**src/vicb_pkg.sv**
```systemverilog
// Behaviour
// - pending while enabled and hardware or software request
// - raw status shows synchronized (two-flop delayed) unmasked input levels
// - absent input bit positions read zero, ignore writes
// - software request ORed with input, then enabled
// - set alias sets software bits, reads zero
// - clear alias clears software bits, reads zero
// - handler address shows winner, zero when idle
// - chained winner passes upstream handler address through
// - local handler is index times size plus base
// - configuration bits 5:0 hold requested level
// - configuration bit 6 selects non-maskable behaviour
// - configuration bits 12:7 hold register set number
// - vector entry size is four shifted by field
// - global configuration bit 3 enables chained input if built
// - chain enable reads one only when chain exists
// - status holds winner number and outstanding flag
package vicb_pkg;
  localparam int NUM_SLOTS = 32;
  localparam int ADDR_W = 6;
  localparam logic [5:0] CHAIN_INDEX = 6'h20;

  // word indices on the register port
  localparam logic [5:0] OFS_CFG_LAST = 6'h1f;
  localparam logic [5:0] OFS_RAW_STATUS = 6'h24;
  localparam logic [5:0] OFS_SW_REQUEST = 6'h25;
  localparam logic [5:0] OFS_SW_SET = 6'h26;
  localparam logic [5:0] OFS_SW_CLEAR = 6'h27;
  localparam logic [5:0] OFS_GLOBAL_CFG = 6'h28;
  localparam logic [5:0] OFS_GLOBAL_STATUS = 6'h29;
  localparam logic [5:0] OFS_VEC_BASE = 6'h2a;
  localparam logic [5:0] OFS_HANDLER = 6'h2b;

  // per-input configuration fields
  localparam int LEVEL_LSB = 0;
  localparam int LEVEL_W = 6;
  localparam int NMI_BIT = 6;
  localparam int REGSET_LSB = 7;
  localparam int REGSET_W = 6;
  localparam int CFG_W = 13;

  // global configuration and status fields
  localparam int SIZE_LSB = 0;
  localparam int SIZE_W = 3;
  localparam int CHAIN_EN_BIT = 3;
  localparam int WIN_LSB = 0;
  localparam int WIN_W = 6;
  localparam int OUTSTANDING_BIT = 31;
  localparam int ENTRY_SHIFT_BASE = 2;

  localparam logic [31:0] RESET_WORD = 32'h0000_0000;
  localparam logic [CFG_W-1:0] RESET_CFG = 13'h0000;
  localparam logic [SIZE_W:0] RESET_GCFG = 4'h0;

  typedef logic [CFG_W-1:0] vicb_cfg_t;
endpackage

```
**src/vicb_top.sv**
```systemverilog
`timescale 1ns/1ps
module vicb_top #(
  parameter int NUM_INPUTS = 8,
  parameter bit CHAIN_PRESENT = 1'b0
) (
  input wire logic CLOCK,
  input wire logic RESETN,
  input wire logic [5:0] CSR_ADDRESS,
  input wire logic CSR_WRITE,
  input wire logic CSR_READ,
  input wire logic [31:0] CSR_WRITEDATA,
  output logic [31:0] CSR_READDATA,
  input wire logic [31:0] IRQ,
  input wire logic [31:0] ENABLE,
  input wire logic CHAIN_VALID,
  input wire logic [5:0] CHAIN_LEVEL,
  input wire logic CHAIN_NMI,
  input wire logic [5:0] CHAIN_REGSET,
  input wire logic [31:0] CHAIN_HANDLER,
  output logic [31:0] PENDING,
  output logic OUT_VALID,
  output logic [5:0] OUT_LEVEL,
  output logic OUT_NMI,
  output logic [5:0] OUT_REGSET,
  output logic [31:0] OUT_HANDLER
);
  logic [31:0] present;
  logic [31:0] irq_meta_reg;
  logic [31:0] irq_sync_reg;
  logic [31:0] sw_req_reg, sw_req_next;
  logic [31:0] pend_reg, pend_next;
  vicb_pkg::vicb_cfg_t cfg_reg [vicb_pkg::NUM_SLOTS];
  vicb_pkg::vicb_cfg_t cfg_next [vicb_pkg::NUM_SLOTS];
  logic [vicb_pkg::SIZE_W:0] gcfg_reg, gcfg_next;
  logic [31:0] base_reg, base_next;
  logic [31:0] rdata_reg, rdata_next;
  logic valid_reg, valid_next;
  logic [5:0] win_reg, win_next;
  logic [5:0] level_reg, level_next;
  logic nmi_reg, nmi_next;
  logic [5:0] regset_reg, regset_next;
  logic [31:0] handler_reg, handler_next;
  logic chain_on;

  genvar g;
  generate
    for (g = 0; g < vicb_pkg::NUM_SLOTS; g++) begin : g_present
      assign present[g] = (g < NUM_INPUTS);
    end
  endgenerate

  // chain usable only when built in
  assign chain_on = CHAIN_PRESENT && gcfg_reg[vicb_pkg::CHAIN_EN_BIT];

  // request pins come from other logic domains
  always_ff @(posedge CLOCK) begin
    if (!RESETN) begin
      irq_meta_reg <= vicb_pkg::RESET_WORD;
      irq_sync_reg <= vicb_pkg::RESET_WORD;
    end else begin
      irq_meta_reg <= IRQ;
      irq_sync_reg <= irq_meta_reg;
    end
  end

  // register writes
  always_comb begin
    sw_req_next = sw_req_reg;
    gcfg_next = gcfg_reg;
    base_next = base_reg;
    for (int i = 0; i < vicb_pkg::NUM_SLOTS; i++) begin
      cfg_next[i] = cfg_reg[i];
    end
    if (CSR_WRITE) begin
      if (CSR_ADDRESS <= vicb_pkg::OFS_CFG_LAST) begin
        if (present[CSR_ADDRESS[4:0]]) begin
          cfg_next[CSR_ADDRESS[4:0]] = CSR_WRITEDATA[vicb_pkg::CFG_W-1:0];
        end
      end
      unique case (CSR_ADDRESS)
        vicb_pkg::OFS_SW_REQUEST: sw_req_next = CSR_WRITEDATA & present;
        vicb_pkg::OFS_SW_SET: sw_req_next = sw_req_reg | (CSR_WRITEDATA & present);
        vicb_pkg::OFS_SW_CLEAR: sw_req_next = sw_req_reg & ~CSR_WRITEDATA;
        vicb_pkg::OFS_GLOBAL_CFG: begin
          // size field stored; chain bit kept only if built
          gcfg_next[vicb_pkg::SIZE_W-1:0] = CSR_WRITEDATA[vicb_pkg::SIZE_W-1:0];
          gcfg_next[vicb_pkg::CHAIN_EN_BIT] =
            CSR_WRITEDATA[vicb_pkg::CHAIN_EN_BIT] & CHAIN_PRESENT;
        end
        // alignment left to software, stored as written
        vicb_pkg::OFS_VEC_BASE: base_next = CSR_WRITEDATA;
        default: begin
        end
      endcase
    end
  end

  // pending follows enable and request; OR then gate
  always_comb begin
    pend_next = (irq_sync_reg | sw_req_reg) & ENABLE & present;
  end

  // arbitration: highest level wins, lower index on a tie
  always_comb begin
    logic found;
    logic [5:0] best_idx;
    logic [5:0] best_lvl;
    logic [5:0] lvl;
    logic [5:0] shift;
    found = 1'b0;
    best_idx = 6'h00;
    best_lvl = 6'h00;
    lvl = 6'h00;
    shift = 6'h00;
    for (int i = 0; i < vicb_pkg::NUM_SLOTS; i++) begin
      lvl = cfg_reg[i][vicb_pkg::LEVEL_LSB +: vicb_pkg::LEVEL_W];
      if (pend_reg[i] && (!found || lvl > best_lvl)) begin
        found = 1'b1;
        best_idx = 6'(i);
        best_lvl = lvl;
      end
    end
    valid_next = found;
    win_next = best_idx;
    level_next = best_lvl;
    nmi_next = cfg_reg[best_idx[4:0]][vicb_pkg::NMI_BIT];
    regset_next = cfg_reg[best_idx[4:0]][vicb_pkg::REGSET_LSB +: vicb_pkg::REGSET_W];
    // index times bytes per vector plus base; four shifted by size
    shift = 6'(gcfg_reg[vicb_pkg::SIZE_W-1:0]) + 6'(vicb_pkg::ENTRY_SHIFT_BASE);
    handler_next = (32'(best_idx) << shift) + base_reg;
    // chained winner passes through unchanged (ties stay local)
    if (chain_on && CHAIN_VALID && (!found || CHAIN_LEVEL > best_lvl)) begin
      valid_next = 1'b1;
      win_next = vicb_pkg::CHAIN_INDEX;
      level_next = CHAIN_LEVEL;
      nmi_next = CHAIN_NMI;
      regset_next = CHAIN_REGSET;
      handler_next = CHAIN_HANDLER;
    end
    if (!valid_next) begin
      win_next = 6'h00;
      level_next = 6'h00;
      nmi_next = 1'b0;
      regset_next = 6'h00;
      handler_next = vicb_pkg::RESET_WORD;
    end
  end

  // read mux, one cycle latency
  always_comb begin
    rdata_next = vicb_pkg::RESET_WORD;
    if (CSR_READ) begin
      if (CSR_ADDRESS <= vicb_pkg::OFS_CFG_LAST) begin
        if (present[CSR_ADDRESS[4:0]]) begin
          rdata_next[vicb_pkg::CFG_W-1:0] = cfg_reg[CSR_ADDRESS[4:0]];
        end
      end
      unique case (CSR_ADDRESS)
        vicb_pkg::OFS_RAW_STATUS: rdata_next = irq_sync_reg & present;
        vicb_pkg::OFS_SW_REQUEST: rdata_next = sw_req_reg;
        // chain bit reads back only when built
        vicb_pkg::OFS_GLOBAL_CFG: rdata_next[vicb_pkg::SIZE_W:0] = gcfg_reg;
        vicb_pkg::OFS_GLOBAL_STATUS: begin
          rdata_next[vicb_pkg::WIN_LSB +: vicb_pkg::WIN_W] = win_reg;
          rdata_next[vicb_pkg::OUTSTANDING_BIT] = valid_reg;
        end
        vicb_pkg::OFS_VEC_BASE: rdata_next = base_reg;
        vicb_pkg::OFS_HANDLER: rdata_next = handler_reg;
        // set and clear aliases and unmapped words read zero
        default: begin
        end
      endcase
    end
  end

  always_ff @(posedge CLOCK) begin
    if (!RESETN) begin
      sw_req_reg <= vicb_pkg::RESET_WORD;
      pend_reg <= vicb_pkg::RESET_WORD;
      gcfg_reg <= vicb_pkg::RESET_GCFG;
      base_reg <= vicb_pkg::RESET_WORD;
      rdata_reg <= vicb_pkg::RESET_WORD;
      valid_reg <= 1'b0;
      win_reg <= 6'h00;
      level_reg <= 6'h00;
      nmi_reg <= 1'b0;
      regset_reg <= 6'h00;
      handler_reg <= vicb_pkg::RESET_WORD;
      for (int i = 0; i < vicb_pkg::NUM_SLOTS; i++) begin
        cfg_reg[i] <= vicb_pkg::RESET_CFG;
      end
    end else begin
      sw_req_reg <= sw_req_next;
      pend_reg <= pend_next;
      gcfg_reg <= gcfg_next;
      base_reg <= base_next;
      rdata_reg <= rdata_next;
      valid_reg <= valid_next;
      win_reg <= win_next;
      level_reg <= level_next;
      nmi_reg <= nmi_next;
      regset_reg <= regset_next;
      handler_reg <= handler_next;
      for (int i = 0; i < vicb_pkg::NUM_SLOTS; i++) begin
        cfg_reg[i] <= cfg_next[i];
      end
    end
  end

  assign CSR_READDATA = rdata_reg;
  assign PENDING = pend_reg;
  assign OUT_VALID = valid_reg;
  assign OUT_LEVEL = level_reg;
  assign OUT_NMI = nmi_reg;
  assign OUT_REGSET = regset_reg;
  assign OUT_HANDLER = handler_reg;
endmodule

```
**config.mk**
```make
export PLATFORM = sky130hd
export DESIGN_NAME = vicb_top
export DESIGN_NICKNAME = d
export VERILOG_FILES = /design/src/vicb_pkg.sv /design/src/vicb_top.sv
export SDC_FILE = /design/constraint.sdc
export NUM_CORES = 1
export LEC_CHECK = 0
export ABC_AREA = 1
export CELL_PAD_IN_SITES_DETAIL_PLACEMENT = 0
export CELL_PAD_IN_SITES_GLOBAL_PLACEMENT = 1
export CORE_ASPECT_RATIO = 1.5
export CORE_MARGIN = 4
export CORE_UTILIZATION = 51
export CTS_BUF_LIST = sky130_fd_sc_hd__clkbuf_4
export DETAILED_ROUTE_END_ITERATION = 6
export DONT_BUFFER_PORTS = 1
export PLACE_DENSITY = 0.95
export SETUP_SLACK_MARGIN = 0.1
export SYNTH_ARGS = -nofsm -noshare
export SYNTH_HDL_FRONTEND = slang
export SYNTH_SLANG_ARGS = --single-unit
```
**constraint.sdc**
```tcl
create_clock -name CLOCK -period 24.2 [get_ports CLOCK]
set_input_delay 2.42 -clock CLOCK [delete_from_list [all_inputs] [get_ports CLOCK]]
set_output_delay 2.42 -clock CLOCK [all_outputs]
set_load 0.05 [all_outputs]
```
# After elaboration in Yosys (flattened, before gate mapping)
# Memory sizes are Yosys's and may differ from the RTL's. A register that Yosys moved wholly into a read port is not among the register bits.
# Index checks and enable logic that the tools add are counted.
word_totals:
  wordCells: 342
  out_inout_bits: 110
  mem_bits_rw: 416
  mem_count: 2
  romBits: 32
  in_bits: 152
  ff_bits: 192
classes:
  n_eq_ne: 8
  n_reduce_logical: 101
  n_addsub: 2
  bitwise_logic: 38
  shift: 1
  n_lt_le_gt_ge: 35
  mux: 143
memory_table:
  columns: ["memory", "words", "word_bits", "read_ports", "rd_ports_with_merged_regs", "wr", "line_no", "rtl"]
  rows:
  - ["cfg_reg", 32, 13, 34, 1, 32, "vicb_top.sv:32", "vicb_pkg::vicb_cfg_t cfg_reg [vicb_pkg::NUM_SLOTS];"]
  - ["(no name shown)", 32, 1, 1, 0, 0, "vicb_top.sv:154", "if (present[CSR_ADDRESS[4:0]]) begin"]
op_table:
  columns: ["operator", "n"]
  rows:
  - ["$mux 416", 3]
  - ["$mux 13", 35]
  - ["$bwmux 416", 1]
  - ["$mux 6", 62]
  - ["$gt 6x6->1", 31]
  - ["$pmux 25 s4", 1]
  - ["$pmux 32 s3", 1]
  - ["$demux 13 s5", 1]
  - ["$eq 6x6->1 const B", 8]
  - ["$mux 1", 36]
  - ["$add 32x32->32", 1]
  - ["$and 32x32->32", 1]
  - ["$logic_and 1x1->1", 32]
  - ["$logic_not 1->1", 32]
  - ["$not 32->32", 1]
  - ["$or 1x1->1", 32]
  - ["$or 32x8->32", 1]
  - ["$shl 6x4->32", 1]
  - ["$logic_or 1x1->1", 31]
  - ["$pmux 4 s6", 1]
  - ["$pmux 2 s5", 1]
  - ["$reduce_and 2->1", 5]
  - ["$and 8x8->8", 1]
  - ["$or 8x8->8", 1]
  - ["8 further kinds", 8]

# Longest topological paths before layout
# An unclocked memory read counts as a cell.
depth:
  depth_word: 128
  ltp_mapped: 98
  ltp_nobuf: 97

# Worst setup path before layout
# Ideal clock, no wire load.
synth_path:
  kind: "reg-to-reg"
  from: "register pend_reg[0] (netlist: PENDING[0])"
  to: "register handler_reg[25] (netlist: OUT_HANDLER[25])"
  n_path_buf: 1
  t_required_ns: 24.087
  synth_period_minus_slack_ns: 11.249
  setup_slack_ns: 12.951
  setup_time_ns: 0.113
  stages_incl_launch_ff: 97
  arrival_time_ns: 11.137
  path_cell_list: "dfxtp_1 buf_4 nand2_1 ha_1 nand2_1 nor2_1 nand2_1 nand3_1 nand2_1 nand2_1 nand2_1 nand2_1 nand2_1 ha_1 nand2_1 nor2_1 nand2_1 nand3_1 [61 not listed] a21oi_4 nand2_1 nand3_1 o21ai_1 nand2_1 nor2_1 ha_1 nand3_1 nand2_1 a21oi_1 o21ai_2 a21oi_1 or2_2 nand2_1 nor3b_1 nand2_1 nand2_1 nor2_1"
synth_between:
  elab_chain_cells: 127
  word_cells_on_any_way: 221
  classes_between: "add/sub: 1; order compare: 31; shift: 1; mux: 94; reduce/logical: 94"
synth_rtl:
  columns: ["element", "line_no", "rtl"]
  rows:
  - ["start: declaration", "vicb_top.sv:31", "logic [31:0] pend_reg, pend_next;"]
  - ["start signal: assignment", "vicb_top.sv:179", "pend_reg <= vicb_pkg::RESET_WORD;"]
  - ["start signal: assignment", "vicb_top.sv:194", "pend_reg <= pend_next;"]
  - ["$mux 6 or $mux 1 (tied branches)", "vicb_top.sv:117", "if (pend_reg[i] && (!found || lvl > best_lvl)) begin"]
  - ["$gt 6x6->1 or $logic_not 1->1 (tied branches)", "vicb_top.sv:117", null]
  - ["$logic_or 1x1->1", "vicb_top.sv:117", null]
  - ["$logic_and 1x1->1", "vicb_top.sv:117", null]
  - ["$mux 6 or $mux 1 (tied branches)", "vicb_top.sv:117", null]
  - ["$gt 6x6->1 or $logic_not 1->1 (tied branches)", "vicb_top.sv:117", null]
  - ["$logic_or 1x1->1", "vicb_top.sv:117", null]
  - ["$logic_and 1x1->1", "vicb_top.sv:117", null]
  - ["[111 not listed]", null, null]
  - ["$logic_and 1x1->1", "vicb_top.sv:117", null]
  - ["$mux 6 or $mux 1 (tied branches)", "vicb_top.sv:117", null]
  - ["$gt 6x6->1 or $logic_not 1->1 (tied branches)", "vicb_top.sv:117", null]
  - ["$logic_or 1x1->1", "vicb_top.sv:117", null]
  - ["$logic_and 1x1->1", "vicb_top.sv:117", null]
  - ["$mux 6", "vicb_top.sv:117", null]
  - ["$shl 6x4->32", "vicb_top.sv:130", "handler_next = (32'(best_idx) << shift) + base_reg;"]
  - ["$add 32x32->32", "vicb_top.sv:130", null]
  - ["end signal: assignment", "vicb_top.sv:188", "handler_reg <= vicb_pkg::RESET_WORD;"]
  - ["end signal: assignment", "vicb_top.sv:203", "handler_reg <= handler_next;"]
  - ["end: declaration", "vicb_top.sv:42", "logic [31:0] handler_reg, handler_next;"]
# Parallel ways exist; a longest one is shown, timed or not.
# A chain may end at the register's enable or synchronous reset.

# Worst setup path after layout
layout_path:
  from: "register pend_reg[0] (netlist: PENDING[0])"
  to: "register handler_reg[22] (netlist: OUT_HANDLER[22])"
# The elaborated chain is that of the path after synthesis.

==> impl_metrics.toml <==
[die]
start_util = 0.517
die_area_sq_mm = 0.0463
fp.dieW_um = 177
rows = 92
io_pins = 262
die_h_um = 261
placeableCoreArea_sq_mm = 0.0422

[power_and_ir_drop]
ir_worst_vdd_mv = 0.0325
seq_power_share = 0.523
p_int_mw = 1.17
swShare = 0.255
switchingPower_mw = 0.399
pwr-share-clk = 0.428
leakage_nw = 11.2
power_frac_comb = 0.049
power_density_mw_per_mm2 = 66.9

[critical_path]
cp_max_fo = 43
reg2reg_depth = 95
worstSetupStartpoint = "PENDING[0]"
endpoint = "OUT_HANDLER[22]"
worstReg2RegEnd = "OUT_HANDLER[22]"
worstPathRequired_ns = 24.91
path_common_cell = "nand2_1"
cp-start-kind = "flop"
cp.arrival_ns = 15.53
crit_slowest_cell = "dfxtp_1"
critical_path.max_stage_delay_ns = 0.98
cp-end-kind = "flop"
r2r_slack_ns = 9.38
path_class = "reg -> reg"
r2r_start = "PENDING[0]"

[timing]
rsz0062_at_grt = "no"
slew_violations = 0
period_share = 0.612
fin_tns_setup_ns = 0
hold_violations = 0
fin_crit_ns = 14.82
fmax_ghz = 0.0675
skew_ns = 0.0454
setup_viol = 0
worst_slew_pin_slew_ns = 1.24
max_slew_margin = 0.174

[placement]
port_buffers = 0
gp_congestion = 0.915
dp_hpwl_um = 45300
dpl_cell_area_sq_mm = 0.0219

[flow_run]
max_cap_viol_count = 0

[global_route]
grt_max_degree = 389
grtUsageTotal = 0.275
grt-ovfl-total = 0
grt_pass1_vias = 19069
grt_pass1_wl_um = 100000
antenna_found_initial = 4

[clock_network]
clkSinkCount = 492
clock-root-buffer = "clkbuf_4"
cts_buffer_depth = 3
clock_latency_ns = 0.85
holdBufCountCts = 0
cts.repair.resized = 0
cts_tree = "built"
clkTransAtPathRegs_ns = 0.07
h-tree-depth = 3
postCtsSetupBuffers = 0
numCtsBuffers = 113

[final_layout]
drive_gt1_frac = 0.0828
largest_register_ffs = 320
areaGrowthSynthToFinish_pct = 7.04
seqCellArea_sq_mm = 0.00985
fin_nets = 3171
utilization = 0.554
finalInstanceArea_sq_mm = 0.0234
fillers = 4161
multi_input_area_sq_mm = 0.00934

[logic_synthesis]
synth_most_common_cell = "nand2_1"
ys_async_sr_fraction = 0
synth_top_area_frac = 0.451
ys_top_cells_by_count = "nand2_1 (715), dfxtp_1 (492), inv_1 (483)"
synth_flop_cell = "dfxtp_1"
ys_types = 54
synth.top_cells.by_area = "dfxtp_1 (45%), nand2_1 (12%), inv_1 (8.3%)"
ys_ff_latch = 492
syn_area_per_cell_sq_um = 7.31
yosysWarnings = 0
syn-cell-area_sq_mm = 0.0218
synth_top_cell_by_area = "dfxtp_1"
synth_edf_count = 0
ys_seq_area_frac = 0.451
netlist_instances = 2990

[drt]
ant_nets = 0
firstDrtPassIters = 6
wl_um = 65800
avgRoutedWirePerCell_um = 18.2
vias_per_cell = 5.41
dr.first_iter.drc_count = 1425
num_vias = 19597
drc = 0

[hold_path]
hold_class = "reg -> reg"

[status]
status = "finished, final reports clean"
## per-layer routing
layer | vias to the layer above | wire length [um] | track usage
li1 | 9601 | - | -
met1 | 9060 | 23900 | 0.287
met2 | 748 | 32600 | 0.490
met3 | 186 | 5060 | 0.0657
met4 | 2 | 4180 | 0.176
met5 | - | 8 | 0
## stage by stage
step	hold slack, ns	setup slack (ns)	total power [mW]	instances
4_1_cts	0.406	9.51	1.58	3619
3_5_place_dp	0.400	9.66	0.913	3406
6_report	0.397	9.38	1.57	3622
5_1_grt	0.433	8.10	1.62	3622
2_1_floorplan	0.390	12.95	0.907	3013
3_3_place_gp	0.395	9.85	0.912	3406
## power groups by stage
stage / clock network [mW] / registers, mW / logic, mW
3_5_place_dp: 0 / 0.837 / 0.0759
6_report: 0.669 / 0.819 / 0.0773
3_3_place_gp: 0 / 0.837 / 0.0752
5_1_grt: 0.723 / 0.818 / 0.0839
2_1_floorplan: 0 / 0.836 / 0.0714
4_1_cts: 0.684 / 0.818 / 0.0761
## critical path, delay by kind of cell (launching register included)
family / cells / cell delay [ns]
fa+ha+maj: 8 / 2.55
flops: 1 / 0.98
simple gates: 59 / 6.64
buf+inv: 11 / 2.17
compound gates: 17 / 2.30
## area by class of cell
| type | count | area share |
|---|---|---|
| sequential | 492 | 0.421 |
| inverter | 498 | 0.0801 |
| clock buffer | 163 | 0.0523 |
| clock inverter | 50 | 0.0116 |
| tap | 564 | 0.0302 |
| antenna | 3 | 0.000321 |
| timing repair buffer | 15 | 0.00481 |
| multi-input combinational | 1837 | 0.400 |
## placed cells by master, fill, tap and decap left out, drive strengths merged, types with 2 or more instances in the layout
cell	count
inv	498
a21oi	236
nor2	112
xnor2	2
o21ai	217
o21a	3
o22ai	17
ha	61
o311ai	3
nor3	24
o2111ai	12
conb	24
nand3	184
clkbuf	163
a211oi	3
dfxtp	492
a31oi	28
or3	3
and2	17
o221ai	8
nor3b	2
nand4	10
xor2	4
or2	15
buf	15
nor4	3
a221oi	21
o211ai	6
a22oi	92
bufinv	2
nand2	724
clkinv	47
diode	3
## cells by family after synthesis
family,count (synthesis),share of synthesized area
compound gates,651,0.175
xor+xnor,6,0.00241
fa+ha+maj,62,0.0358
buf+inv,684,0.126
flops,492,0.451
other cells,1,0.000172
simple gates,1094,0.210
## worst min-delay path by stage
stage	from	endpoint	slack, ns	cells after the start
CTS	irq_meta_reg[3]	irq_sync_reg[3]	0.41	2
global placement	irq_meta_reg[4]	irq_sync_reg[4]	0.39	2
detailed placement	irq_meta_reg[3]	irq_sync_reg[3]	0.40	2
finish	irq_meta_reg[3]	irq_sync_reg[3]	0.40	2
global route	irq_meta_reg[7]	irq_sync_reg[7]	0.43	2
floorplan	irq_meta_reg[0]	irq_sync_reg[0]	0.39	2
Power figures use the tool's default switching activity.
